===== src/csiu_pkg.sv =====
// csiu_pkg: opcodes, field positions, widths and reset values for the
// counter and status instruction unit.
// assumes a single 100 MHz clock domain; no bus, registers reached by opcodes.
package csiu_pkg;
  localparam int CSIU_DATA_W = 16;
  localparam int CSIU_OP_W = 7;
  localparam int CSIU_NUM_CNT = 4;
  localparam int CSIU_SS_DEPTH = 16;
  localparam int CSIU_SSP_W = 4;
  // whole-opcode instructions
  localparam logic [6:0] CSIU_OP_CLEAR_SIGN = 7'h14;
  localparam logic [6:0] CSIU_OP_SET_SIGN = 7'h34;
  localparam logic [6:0] CSIU_OP_POP_STATUS = 7'h22;
  localparam logic [6:0] CSIU_OP_PUSH_STATUS = 7'h21;
  localparam logic [6:0] CSIU_OP_READ_STATUS = 7'h2E;
  localparam logic [6:0] CSIU_OP_WRITE_STATUS = 7'h1C;
  // opcodes with a counter index in bits 1:0 (upper five bits compared)
  localparam logic [4:0] CSIU_OP_DEC_CNT = 5'h0C;
  localparam logic [4:0] CSIU_OP_POP_CNT = 5'h06;
  localparam logic [4:0] CSIU_OP_PUSH_CNT = 5'h02;
  localparam logic [4:0] CSIU_OP_LOAD_CNT = 5'h0E;
  // conditional decrement: 101 cc 00
  localparam logic [2:0] CSIU_OP_COND_DEC_HI = 3'h5;
  localparam logic [1:0] CSIU_OP_COND_DEC_LO = 2'h0;
  // condition select codes
  localparam logic [1:0] CSIU_CC_ALWAYS = 2'h0;
  localparam logic [1:0] CSIU_CC_NOT_FLAG = 2'h1;
  localparam logic [1:0] CSIU_CC_FLAG = 2'h2;
  localparam logic [1:0] CSIU_CC_SIGN = 2'h3;
  // field positions
  localparam int CSIU_SIGN_BIT = 1;
  localparam int CSIU_CC_LSB = 2;
  localparam int CSIU_CNT_MSB = CSIU_DATA_W - 1;
  // reset values
  localparam logic [15:0] CSIU_STATUS_RST = 16'h0000;
  localparam logic [15:0] CSIU_CNT_RST = 16'h0000;
  localparam logic [15:0] CSIU_PC_RST = 16'h0000;
  localparam logic [3:0] CSIU_SSP_RST = 4'h0;

  typedef enum logic [3:0] {
    CSIU_CMD_NONE = 4'b0000,
    CSIU_CMD_CLR_SIGN = 4'b0001,
    CSIU_CMD_SET_SIGN = 4'b0010,
    CSIU_CMD_DEC = 4'b0011,
    CSIU_CMD_COND_DEC = 4'b0100,
    CSIU_CMD_POP_CNT = 4'b0101,
    CSIU_CMD_PUSH_CNT = 4'b0110,
    CSIU_CMD_LOAD_CNT = 4'b0111,
    CSIU_CMD_POP_SR = 4'b1000,
    CSIU_CMD_PUSH_SR = 4'b1001,
    CSIU_CMD_READ_SR = 4'b1010,
    CSIU_CMD_WRITE_SR = 4'b1011
  } csiu_cmd_t;
endpackage


===== src/csiu_dec_if.sv =====
// csiu_dec_if: decoded instruction travelling from decoder to datapath.
// assumes both ends share the unit's clock.
`timescale 1ns/1ps
interface csiu_dec_if;
  import csiu_pkg::*;
  csiu_cmd_t cmd;
  logic [1:0] idx;
  logic [1:0] cc;
  modport dec (output cmd, output idx, output cc);
  modport dp (input cmd, input idx, input cc);
endinterface


===== src/csiu_top.sv =====
// csiu_top: counter and status-register instruction unit of a program sequencer.
// assumes microcode memory drives i_instr each cycle and a host shares the
// 16-bit data port; the flag pin is asynchronous and synchronised here.
`timescale 1ns/1ps

// Behaviour
// RULE1 - condition field: 00 always, 01 flag low, 10 flag high, 11 sign
// RULE2 - two-bit index selects one of four counters
// RULE3 - clear-sign opcode clears sign bit and underflow interrupt latch
// RULE4 - any decrement copies counter msb before decrement into sign bit
// RULE5 - underflow interrupt raised when sign rises; only clear-sign clears it (code raises it only when a decrement raises the sign)
// RULE6 - unconditional decrement of selected counter
// RULE7 - conditional decrement of counter zero; else it holds
// RULE8 - sign condition tests stored sign bit; interrupt lags one decrement (code raises it in the same step as the sign)
// RULE9 - pop stack entry into counter, then decrement stack pointer
// RULE10 - increment stack pointer, then push counter into that entry
// RULE11 - set-sign opcode sets sign bit
// RULE12 - load selected counter from data port
// RULE13 - pop stack entry into status register, then decrement pointer
// RULE14 - increment pointer, then push status register
// RULE15 - drive status register onto data port
// RULE16 - host presents value; status register loaded from data port
// RULE17 - address port outputs incremented program counter each instruction
// RULE18 - counters and stack entries are sixteen bits wide
module csiu_top #(
  parameter int DATA_W = csiu_pkg::CSIU_DATA_W,
  parameter int SS_DEPTH = csiu_pkg::CSIU_SS_DEPTH
) (
  // clock and reset
  input wire logic i_clk_sys,
  input wire logic i_rst_n,
  // instruction port
  input wire logic [csiu_pkg::CSIU_OP_W-1:0] i_instr,
  input wire logic i_flag,
  // data port, split into in, out and enable
  input wire logic [DATA_W-1:0] i_data,
  output logic [DATA_W-1:0] o_data,
  output logic o_data_oe,
  // address port and state
  output logic [DATA_W-1:0] o_addr,
  output logic [DATA_W-1:0] o_status,
  output logic o_underflow_irq
);
  import csiu_pkg::*;

  localparam int SSP_W = $clog2(SS_DEPTH);

  // flag pin synchroniser; first stage read only by the second
  logic flag_meta_q;
  logic flag_sync_q;
  always_ff @(posedge i_clk_sys or negedge i_rst_n) begin
    if (!i_rst_n) begin
      flag_meta_q <= 1'b0;
      flag_sync_q <= 1'b0;
    end else begin
      flag_meta_q <= i_flag;
      flag_sync_q <= flag_meta_q;
    end
  end

  // state
  logic [DATA_W-1:0] cnt_q [CSIU_NUM_CNT]; // see RULE18
  logic [DATA_W-1:0] ss_q [SS_DEPTH]; // see RULE18
  logic [SSP_W-1:0] ssp_q;
  logic [DATA_W-1:0] status_q;
  logic [DATA_W-1:0] pc_q;
  logic irq_q;
  logic [DATA_W-1:0] dout_q;
  logic oe_q;

  // decode
  csiu_dec_if dec_bus ();
  csiu_decoder u_dec (
    .i_op(i_instr),
    .dec(dec_bus)
  );

  wire sign_now = status_q[CSIU_SIGN_BIT];
  logic cond_true;
  csiu_cond u_cond (
    .i_cc(dec_bus.cc),
    .i_flag(flag_sync_q),
    .i_sign(sign_now),
    .o_true(cond_true)
  );

  // selection and derived values
  wire csiu_cmd_t cmd = dec_bus.cmd;
  wire [1:0] idx = dec_bus.idx;
  wire do_dec = (cmd == CSIU_CMD_DEC) ||
                ((cmd == CSIU_CMD_COND_DEC) && cond_true); // see RULE6, see RULE7
  // conditional decrement always targets counter zero
  wire [1:0] dec_idx = (cmd == CSIU_CMD_COND_DEC) ? 2'd0 : idx; // see RULE7
  wire [DATA_W-1:0] dec_src = cnt_q[dec_idx];
  wire dec_msb = dec_src[DATA_W-1];
  wire [DATA_W-1:0] dec_val = dec_src - 1'b1;
  wire do_pop = (cmd == CSIU_CMD_POP_CNT) || (cmd == CSIU_CMD_POP_SR);
  wire do_push = (cmd == CSIU_CMD_PUSH_CNT) || (cmd == CSIU_CMD_PUSH_SR);
  wire [SSP_W-1:0] ssp_inc = ssp_q + 1'b1;
  wire [DATA_W-1:0] ss_top = ss_q[ssp_q];
  wire [DATA_W-1:0] push_val = (cmd == CSIU_CMD_PUSH_SR) ? status_q : cnt_q[idx];

  // status register next value; later clauses take priority
  logic [DATA_W-1:0] status_d;
  always_comb begin
    status_d = status_q;
    if (do_dec) status_d[CSIU_SIGN_BIT] = dec_msb; // see RULE4
    case (cmd)
      CSIU_CMD_CLR_SIGN: status_d[CSIU_SIGN_BIT] = 1'b0; // see RULE3
      CSIU_CMD_SET_SIGN: status_d[CSIU_SIGN_BIT] = 1'b1; // see RULE11
      CSIU_CMD_POP_SR: status_d = ss_top; // see RULE13
      CSIU_CMD_WRITE_SR: status_d = i_data; // see RULE16
      default: ;
    endcase
  end

  // underflow latch: a sign rise on a decrement sets it, clear-sign clears it, set wins.
  // for the conditional decrement too it sets in the same step as the sign, with no lag.
  wire sign_rise = status_d[CSIU_SIGN_BIT] & ~sign_now & do_dec; // see RULE5, see RULE8
  wire irq_d = sign_rise | (irq_q & (cmd != CSIU_CMD_CLR_SIGN)); // see RULE3, see RULE5

  // counters
  always_ff @(posedge i_clk_sys or negedge i_rst_n) begin
    if (!i_rst_n) begin
      for (int k = 0; k < CSIU_NUM_CNT; k++) cnt_q[k] <= CSIU_CNT_RST;
    end else begin
      if (do_dec) cnt_q[dec_idx] <= dec_val; // see RULE6
      if (cmd == CSIU_CMD_POP_CNT) cnt_q[idx] <= ss_top; // see RULE9
      if (cmd == CSIU_CMD_LOAD_CNT) cnt_q[idx] <= i_data; // see RULE12
    end
  end

  // subroutine stack; push writes the entry after the pointer advances
  always_ff @(posedge i_clk_sys or negedge i_rst_n) begin
    if (!i_rst_n) begin
      for (int k = 0; k < SS_DEPTH; k++) ss_q[k] <= {DATA_W{1'b0}};
    end else if (do_push) begin
      ss_q[ssp_inc] <= push_val; // see RULE10, see RULE14
    end
  end

  // stack pointer wraps silently; nothing checks for overflow
  always_ff @(posedge i_clk_sys or negedge i_rst_n) begin
    if (!i_rst_n) begin
      ssp_q <= SSP_W'(CSIU_SSP_RST);
    end else if (do_push) begin
      ssp_q <= ssp_inc; // see RULE10, see RULE14
    end else if (do_pop) begin
      ssp_q <= ssp_q - 1'b1; // see RULE9, see RULE13
    end
  end

  // status, interrupt latch, program counter
  always_ff @(posedge i_clk_sys or negedge i_rst_n) begin
    if (!i_rst_n) begin
      status_q <= CSIU_STATUS_RST;
      irq_q <= 1'b0;
      pc_q <= CSIU_PC_RST;
    end else begin
      status_q <= status_d;
      irq_q <= irq_d;
      pc_q <= pc_q + 1'b1; // see RULE17
    end
  end

  // data port drive: status value shown the cycle after the read opcode
  always_ff @(posedge i_clk_sys or negedge i_rst_n) begin
    if (!i_rst_n) begin
      dout_q <= {DATA_W{1'b0}};
      oe_q <= 1'b0;
    end else begin
      oe_q <= (cmd == CSIU_CMD_READ_SR); // see RULE15
      dout_q <= (cmd == CSIU_CMD_READ_SR) ? status_q : {DATA_W{1'b0}}; // see RULE15
    end
  end

  assign o_data = dout_q;
  assign o_data_oe = oe_q;
  assign o_addr = pc_q; // see RULE17
  assign o_status = status_q;
  assign o_underflow_irq = irq_q;
endmodule


===== src/csiu_decoder.sv =====
// csiu_decoder: turns a 7-bit opcode into a command, index and condition.
// assumes the opcode is already registered in the sequencer clock domain.
`timescale 1ns/1ps
module csiu_decoder (
  // opcode in
  input wire logic [6:0] i_op,
  // decoded command out
  csiu_dec_if.dec dec
);
  import csiu_pkg::*;

  wire [4:0] op_hi = i_op[6:2];
  wire [1:0] op_idx = i_op[1:0];
  wire is_cond = (i_op[6:4] == CSIU_OP_COND_DEC_HI) && (i_op[1:0] == CSIU_OP_COND_DEC_LO);

  // whole opcodes first; they never collide with the indexed groups
  always_comb begin
    dec.cmd = CSIU_CMD_NONE;
    if (i_op == CSIU_OP_CLEAR_SIGN) dec.cmd = CSIU_CMD_CLR_SIGN; // see RULE3
    else if (i_op == CSIU_OP_SET_SIGN) dec.cmd = CSIU_CMD_SET_SIGN; // see RULE11
    else if (i_op == CSIU_OP_POP_STATUS) dec.cmd = CSIU_CMD_POP_SR; // see RULE13
    else if (i_op == CSIU_OP_PUSH_STATUS) dec.cmd = CSIU_CMD_PUSH_SR; // see RULE14
    else if (i_op == CSIU_OP_READ_STATUS) dec.cmd = CSIU_CMD_READ_SR; // see RULE15
    else if (i_op == CSIU_OP_WRITE_STATUS) dec.cmd = CSIU_CMD_WRITE_SR; // see RULE16
    else if (op_hi == CSIU_OP_DEC_CNT) dec.cmd = CSIU_CMD_DEC; // see RULE6
    else if (op_hi == CSIU_OP_POP_CNT) dec.cmd = CSIU_CMD_POP_CNT; // see RULE9
    else if (op_hi == CSIU_OP_PUSH_CNT) dec.cmd = CSIU_CMD_PUSH_CNT; // see RULE10
    else if (op_hi == CSIU_OP_LOAD_CNT) dec.cmd = CSIU_CMD_LOAD_CNT; // see RULE12
    else if (is_cond) dec.cmd = CSIU_CMD_COND_DEC; // see RULE7
  end

  assign dec.idx = op_idx; // see RULE2
  assign dec.cc = i_op[CSIU_CC_LSB +: 2];
endmodule


===== src/csiu_cond.sv =====
// csiu_cond: evaluates the two-bit condition field of the conditional decrement.
// assumes the flag input is already synchronised to the clock.
`timescale 1ns/1ps
module csiu_cond (
  // condition inputs
  input wire logic [1:0] i_cc,
  input wire logic i_flag,
  input wire logic i_sign,
  // result
  output logic o_true
);
  import csiu_pkg::*;

  // sign tests the stored status bit, never the counter's own msb
  always_comb begin
    case (i_cc)
      CSIU_CC_ALWAYS: o_true = 1'b1; // see RULE1
      CSIU_CC_NOT_FLAG: o_true = ~i_flag; // see RULE1
      CSIU_CC_FLAG: o_true = i_flag; // see RULE1
      CSIU_CC_SIGN: o_true = i_sign; // see RULE1, see RULE8
      default: o_true = 1'b0;
    endcase
  end
endmodule


===== config.mk =====
export PLATFORM = sky130hd
export DESIGN_NAME = csiu_top
export DESIGN_NICKNAME = d
export VERILOG_FILES = /design/src/csiu_pkg.sv /design/src/csiu_dec_if.sv /design/src/csiu_top.sv /design/src/csiu_decoder.sv /design/src/csiu_cond.sv
export SDC_FILE = /design/constraint.sdc
export NUM_CORES = 1
export LEC_CHECK = 0
export ABC_CLOCK_PERIOD_IN_PS = 2360
export BUFFER_PORTS_ARGS = -buffer_cell sky130_fd_sc_hd__clkbuf_2
export CAP_MARGIN = 10
export CORE_ASPECT_RATIO = 1.4
export CORE_UTILIZATION = 25
export DETAILED_ROUTE_END_ITERATION = 8
export PLACE_DENSITY_LB_ADDON = 0.2
export SKIP_CTS_REPAIR_TIMING = 1
export SYNTH_ARGS = -nofsm -noshare
export SYNTH_HDL_FRONTEND = slang
export SYNTH_SLANG_ARGS = --single-unit

===== constraint.sdc =====
create_clock -name i_clk_sys -period 2.36 [get_ports i_clk_sys]
set_clock_uncertainty 0.2 [all_clocks]
set_input_delay 0.354 -clock i_clk_sys [delete_from_list [all_inputs] [get_ports i_clk_sys]]
set_output_delay 0.354 -clock i_clk_sys [all_outputs]
set_load 0.05 [all_outputs]

# Yosys cells after proc, flatten, opt, wreduce, memory -nomap -nowiden
# Cells that the tools add are included.
# op_classes
n_lt_le_gt_ge,7
n_bitwise,10
n_eq_ne,26
n_reduce_logical,12
n_addsub,4
mux,43
# op_table
cell,count
$bwmux 256,1
$bwmux 64,3
$mux 64,3
$mux 16,11
$bmux 16 s2,2
$bmux 16 s4,1
$demux 16 s2,2
$demux 16 s4,1
$mux 4,12
$eq 7x6->1 const B,4
$pmux 14 s2,1
$add 16x1->16 const B,1
$eq 4x3->1 const B,4
$eq 4x4->1 const B,4
$sub 16x1->16 const B,1
$eq 7x5->1 const B,2
$eq 5x4->1 const B,2
$ge 5x5->1 const B,2
$not 4->5,2
$eq 4x2->1 const B,2
$pmux 1 s4,2
$ge 3x3->1 const B,2
$lt 3x1->1 const B,2
$not 2->3,2
other kinds (21),33
# totals
reg_bits,376
wordCells,131
inputBits,26

# Longest topological paths before layout
# depth
ltp_word,26
mapped_depth,10
mapped_depth_nobuf,8

# Modules after synthesis
# A second synthesis with hierarchy kept.
# hier_totals
cells_unflattened,1925
hier_area_um2,18665.4
# modules_own_cells
mod,cells_per_inst,seq_area_each_um2,area_each_um2,n_inst
csiu_top,1893,9409.0,18432.7,1
csiu_decoder,30,0.0,214.0,1
csiu_cond,2,0.0,18.8,1

# Least setup slack after synthesis
# OpenSTA, ideal clock, no wires.
# synth_timing
path_type,input to register
start,input i_instr[1] in the netlist's numbering
end,register cnt_q[10] in the netlist's numbering
path_stages,9
setup_slack_ps,-360
setup_time_ps,146
t_arrival_ps,2374
required_time_ps,2014
path_buffers,1
cell_sequence,buf_6 > mux4_2 > inv_1 > ha_1 > and4b_1 > o211ai_2 > nor4_2 > xnor2_1 > o221ai_1
# synth_between
elab_chain_cells,26
elab_cells_between_ends,48
classes_between,add/sub: 1; order compare: 4; eq/ne: 10; mux: 25; bitwise: 2; reduce/logical: 6
# synth_lines
element,line,text
"start, declared",csiu_top.sv:33,"input wire logic [csiu_pkg::CSIU_OP_W-1:0] i_instr,"
$logic_not 2->1,csiu_decoder.sv:14,wire is_cond = (i_op[6:4] == CSIU_OP_COND_DEC_HI) && (i_op[1:0] == CSIU_OP_COND_DEC_LO);
$logic_and 1x1->1,csiu_decoder.sv:14,
$mux 3,csiu_decoder.sv:29,else if (is_cond) dec.cmd = CSIU_CMD_COND_DEC;
$mux 4,csiu_decoder.sv:28,else if (op_hi == CSIU_OP_LOAD_CNT) dec.cmd = CSIU_CMD_LOAD_CNT;
$mux 4,csiu_decoder.sv:27,else if (op_hi == CSIU_OP_PUSH_CNT) dec.cmd = CSIU_CMD_PUSH_CNT;
$mux 4,csiu_decoder.sv:26,else if (op_hi == CSIU_OP_POP_CNT) dec.cmd = CSIU_CMD_POP_CNT;
$mux 4,csiu_decoder.sv:25,else if (op_hi == CSIU_OP_DEC_CNT) dec.cmd = CSIU_CMD_DEC;
$mux 4,csiu_decoder.sv:24,else if (i_op == CSIU_OP_WRITE_STATUS) dec.cmd = CSIU_CMD_WRITE_SR;
(+10 left out),-,
"$mux 16, on equally long branches","csiu_top.sv:94, csiu_top.sv:127",
$sub 16x1->16 or $demux 16 s2 (tied branches),"csiu_top.sv:96, csiu_top.sv:127",
$bwmux 64,csiu_top.sv:127,if (do_dec) cnt_q[dec_idx] <= dec_val;
$mux 64,csiu_top.sv:127,
$bwmux 64,csiu_top.sv:128,if (cmd == CSIU_CMD_POP_CNT) cnt_q[idx] <= ss_top;
$mux 64,csiu_top.sv:128,
$bwmux 64,csiu_top.sv:129,if (cmd == CSIU_CMD_LOAD_CNT) cnt_q[idx] <= i_data;
$mux 64 (*),csiu_top.sv:129,
"end signal, assigned by index",csiu_top.sv:127,
"end signal, assigned by index",csiu_top.sv:128,
"end signal, assigned by index",csiu_top.sv:129,
"end, declared",csiu_top.sv:62,logic [DATA_W-1:0] cnt_q [CSIU_NUM_CNT];
# Mark *: on every way between the ends. The rest lies on a longest branch, timed or not. The select of a mux whose other input is x is not followed.
# A chain may end at the register's enable or synchronous reset.

# Worst setup path after layout
# layout_timing
start,register ssp_q[0]
end,register cnt_q[18] in the netlist's numbering
# layout_between
elab_chain_cells,8
# layout_lines
element,line,text
"start, declared",csiu_top.sv:64,logic [SSP_W-1:0] ssp_q;
"start signal, assigned",csiu_top.sv:145,ssp_q <= SSP_W'(CSIU_SSP_RST);
"start signal, assigned",csiu_top.sv:147,ssp_q <= ssp_inc;
"start signal, assigned",csiu_top.sv:149,ssp_q <= ssp_q - 1'b1;
$not 4->5 (implied by the code) (*),csiu_top.sv:100,wire [DATA_W-1:0] ss_top = ss_q[ssp_q];
$bmux 16 s4 (*),csiu_top.sv:100,
$mux 16 (implied by the code) (*) (2 in series),csiu_top.sv:100,
$bwmux 64 (*),csiu_top.sv:128,
$mux 64 (*),csiu_top.sv:128,
$bwmux 64,csiu_top.sv:129,
$mux 64 (*),csiu_top.sv:129,
# Marked as above.

==> results.md <==
Run status:
- The checks that failed: negative setup slack.
- The flow ran to the end, but the final reports show violations.

Synthesis:
- Summing every instance area after synthesis gives between 15000 and 20000 um^2.
- The prevailing post-synth register cell is dfrtp_1.
- The count of different cell masters after synthesis is just over 70.
- The number of warning messages in the yosys log is 0.
- The number of register bits inferred by synthesis is roughly 380.
- The post-synthesis cell count is around 1700.
- The sequential area share after synthesis is 52.18%.
- The net count after synthesis is approximately 1700.
- The number of synthesized flops with an enable pin is 0.
- After synthesis, the mean cell area works out to ~11 um^2.
- The share of synthesized flip-flops with an asynchronous set or reset is 100.0%.

Clock network:
- The depth of the CTS H-tree is 2.
- The latest clock arrival within the worst-skew pair is roughly 610 ps.
- TritonCTS built the clock tree.
- Clock tree synthesis selected as its root buffer the cell clkbuf_16.
- The clock sink count is about 380.
- The number of clock buffers inserted by TritonCTS is between 40 and 50.
- The number of buffers on the longest clock path is 3.
- The clock edge transition at the registers on the reported setup and hold paths is around 60 ps.

Global routing:
- Entering global routing, the biggest net connects 58 pins.
- The initial antenna violation count is 0.
- The total congestion overflow is 0.
- The first global-routing pass estimated between 90000 and 100000 um of wire.
- For this run, the total global-route usage over all layers was measured as 18.36%.
- The via count of the first global-routing pass is 14933.

Place:
- The congestion estimate from routability-driven global placement came to about 0.94.
- Detailed placement ended at an HPWL of 47910 um.
- In this run, placement finished with an instance count of ~2900.
- The count of port buffers added during placement is between 70 and 80.
- The placement-stage cell area is approximately 22000 um^2.

Timing:
- Setup repair after global routing could not meet its margin everywhere.
- The final number of max-transition violations is 0.
- Static timing analysis puts the maximum clock frequency at 0.3857 GHz.
- Setup slack on the critical path of the routed design comes to -232.5 ps.
- For the finished layout, the period the worst path requires is around 2600 ps.
- The worst path uses 109.8% of the clock period.
- After routing, the total negative slack on setup checks comes to -23050 ps.
- The hold violation count in the final report came to 0.
- The tightest slew margin relative to the limit is between 30% and 40%.
- The transition time of the tightest slew-check pin is approximately 960 ps.
- Setup violations remaining at the end of the flow were counted as about 300.

Power:
- Dividing total power by cell area gives a power density of between 1000 and 1500 nW/um^2.
- Across the VDD grid, the largest voltage drop is between 0.0005 and 0.0006 V.
- The static leakage is between 10 and 15 nW.
- After layout, the design draws a total of between 20 and 30 mW.

Critical path:
- Counting stages on the worst path, the most repeated cell is mux4_2.
- The highest net fanout along the worst path is 5.
- Data arrives at the worst endpoint at roughly 2900 ps.
- The worst setup path is of the reg -> reg kind.
- The highest cell delay on the worst timing path is about 600 ps.
- The critical path endpoint category is a register.
- Traced cell by cell, the critical path runs through buf_6 > buf_12 > buf_8 > mux4_2 > mux4_2 > a221o_1.
- The master of the slowest instance on the critical path is mux4_2.
- At the worst endpoint, the required time is between 2000 and 3000 ps.
- STA classifies the critical path startpoint as a register.

Flow run:
- The max-cap check violation count is 0.

Detailed routing:
- Using the TritonRoute via totals, the vias-per-cell ratio works out to 5.077.
- The number of remaining DRC errors is 0.
- The number of optimization iterations in the first detailed-route pass is 6.
- In the final routed layout, each cell accounts on average for 25.67 um.
- The final route contains ~15000 vias.
- For this block, the routed nets add up to roughly 78000 um of wire.
- The remaining antenna violation count is 0.
- The initial detailed-routing violation count is around 1100.

Floorplanning:
- The core outline area is just over 70000 um^2.
- For this configuration, the core starts out at a cell density of 25.25%.
- The overall die height is roughly 320 um.
- During I/O placement, the number of pins put on the boundary was 76.
- From left edge to right edge, the die measures 229.0 um.
- The area of the die is ~73000 um^2.
- The floorplan has around 120 rows.

Cells and area:
- Once layout is complete, the cells apart from fillers number about 3000.
- Cells with a size suffix above 1 make up about two fifths of the layout.
- The net count of the finished layout is approximately 2100.
- The most common library cell in the layout ignoring fill and taps is dfrtp_1.
- Leaving out fill and tap cells, the most frequent cells in the layout are dfrtp_1, nor2_1, buf_4, a21oi_1, mux4_2.
- The finished cells cover roughly 26000 um^2.
- The post-synthesis to final-layout area growth is 46.58%.
- The number of antenna diodes in the final layout is 0.

Hold path:
- The min-delay analysis places its worst path in the category in -> reg.
-- per-stage QoR --
step	worst slack, ps	utilization (%)	hold slack (ps)
floorplan	-103.2	-	-141.6
global placement	-634.4	30.95	146.4
detailed placement	-625.2	30.95	140.1
CTS	-498.4	33.04	-493.6
global route	-298.1	37.01	41.48
finish	-232.5	37.01	42.02
-- path summary, 6_finish.rpt --
kind / slack (ps) / startpoint / cells after the start / end
min reg2reg: 140 / flag_meta_q / 0 / flag_sync_q
max in group asynchronous: 1080 / i_rst_n / 3 / o_addr[12]
min: 40 / i_instr[3] / 3 / o_status[1]
min in group asynchronous: 100 / i_rst_n / 2 / ss_q[242]
max reg2reg: -230 / ssp_q[0] / 6 / cnt_q[18]
max: -230 / ssp_q[0] / 6 / cnt_q[18]
-- synth_stat cells (11+ instances only) --
cell | n | area share, %
nand2_1 | 80 | 1.7
nand3_1 | 15 | 0.42
buf_2 | 59 | 1.6
a21oi_1 | 285 | 7.9
and2_1 | 21 | 0.73
a22oi_1 | 14 | 0.58
nor3_1 | 11 | 0.31
clkbuf_1 | 50 | 1.0
a211oi_1 | 18 | 0.75
mux4_2 | 83 | 10
mux2i_1 | 47 | 2.6
nor2_1 | 324 | 6.7
dfrtp_1 | 376 | 52
o211ai_1 | 11 | 0.46
xnor2_1 | 24 | 1.2
mux2_2 | 13 | 0.81
nor3b_2 | 17 | 1.2
buf_4 | 14 | 0.58
o21ai_0 | 39 | 1.1
o22ai_1 | 18 | 0.62
-- layout make-up --
class,count,area [um^2]
Timing Repair Buffer,464,5055
Clock buffer,62,1280
Fill cell,7029,44980
Multi-Input combinational cell,1162,9255
Clock inverter,17,209.0
Tap cell,944,1181
Sequential cell,376,9415
Inverter,9,33.78
-- cells by family after synthesis --
| group | Yosys count | synth area share, % |
|---|---|---|
| AOI/OAI and AO/OA | 461 | 15.07 |
| xor gates and xnor gates | 30 | 1.457 |
| adders and majority gates | 8 | 0.5552 |
| buffers and inverters | 137 | 3.685 |
| DFF | 376 | 52.18 |
| muxes | 143 | 13.79 |
| and+or+nand+nor | 520 | 13.26 |
-- registers in the layout (all words and copies together) (netlist names), 4 cells and up --
register / count
o_addr: 16
ss_q: 256
o_data: 16
ssp_q: 4
cnt_q: 64
o_status: 16
-- routing by layer --
metal	global-route usage (%)	vias up	part of all wire, %
li1	-	6828	-
met1	21.23	7919	38
met2	34.08	465	53
met3	2.202	192	3.6
met4	7.289	0	5.4
met5	0	-	0
-- critical path: cells and delay by family, from the launching register on --
kind | cells | cell delay (ps)
multiplexers | 2 | 1030
buffers and inverters | 3 | 390
flip-flops | 1 | 510
AO/OA/AOI/OAI | 1 | 330
-- power by group --
part | switching, mW | leakage, nW | internal, mW | total [mW]
Sequential | 1.32 | 5.01 | 8.27 | 9.59
Combinational | 6.27 | 5.90 | 6.05 | 12.3
Clock | 3.00 | 0.728 | 4.15 | 7.15
(Power assumes the default switching activity.)
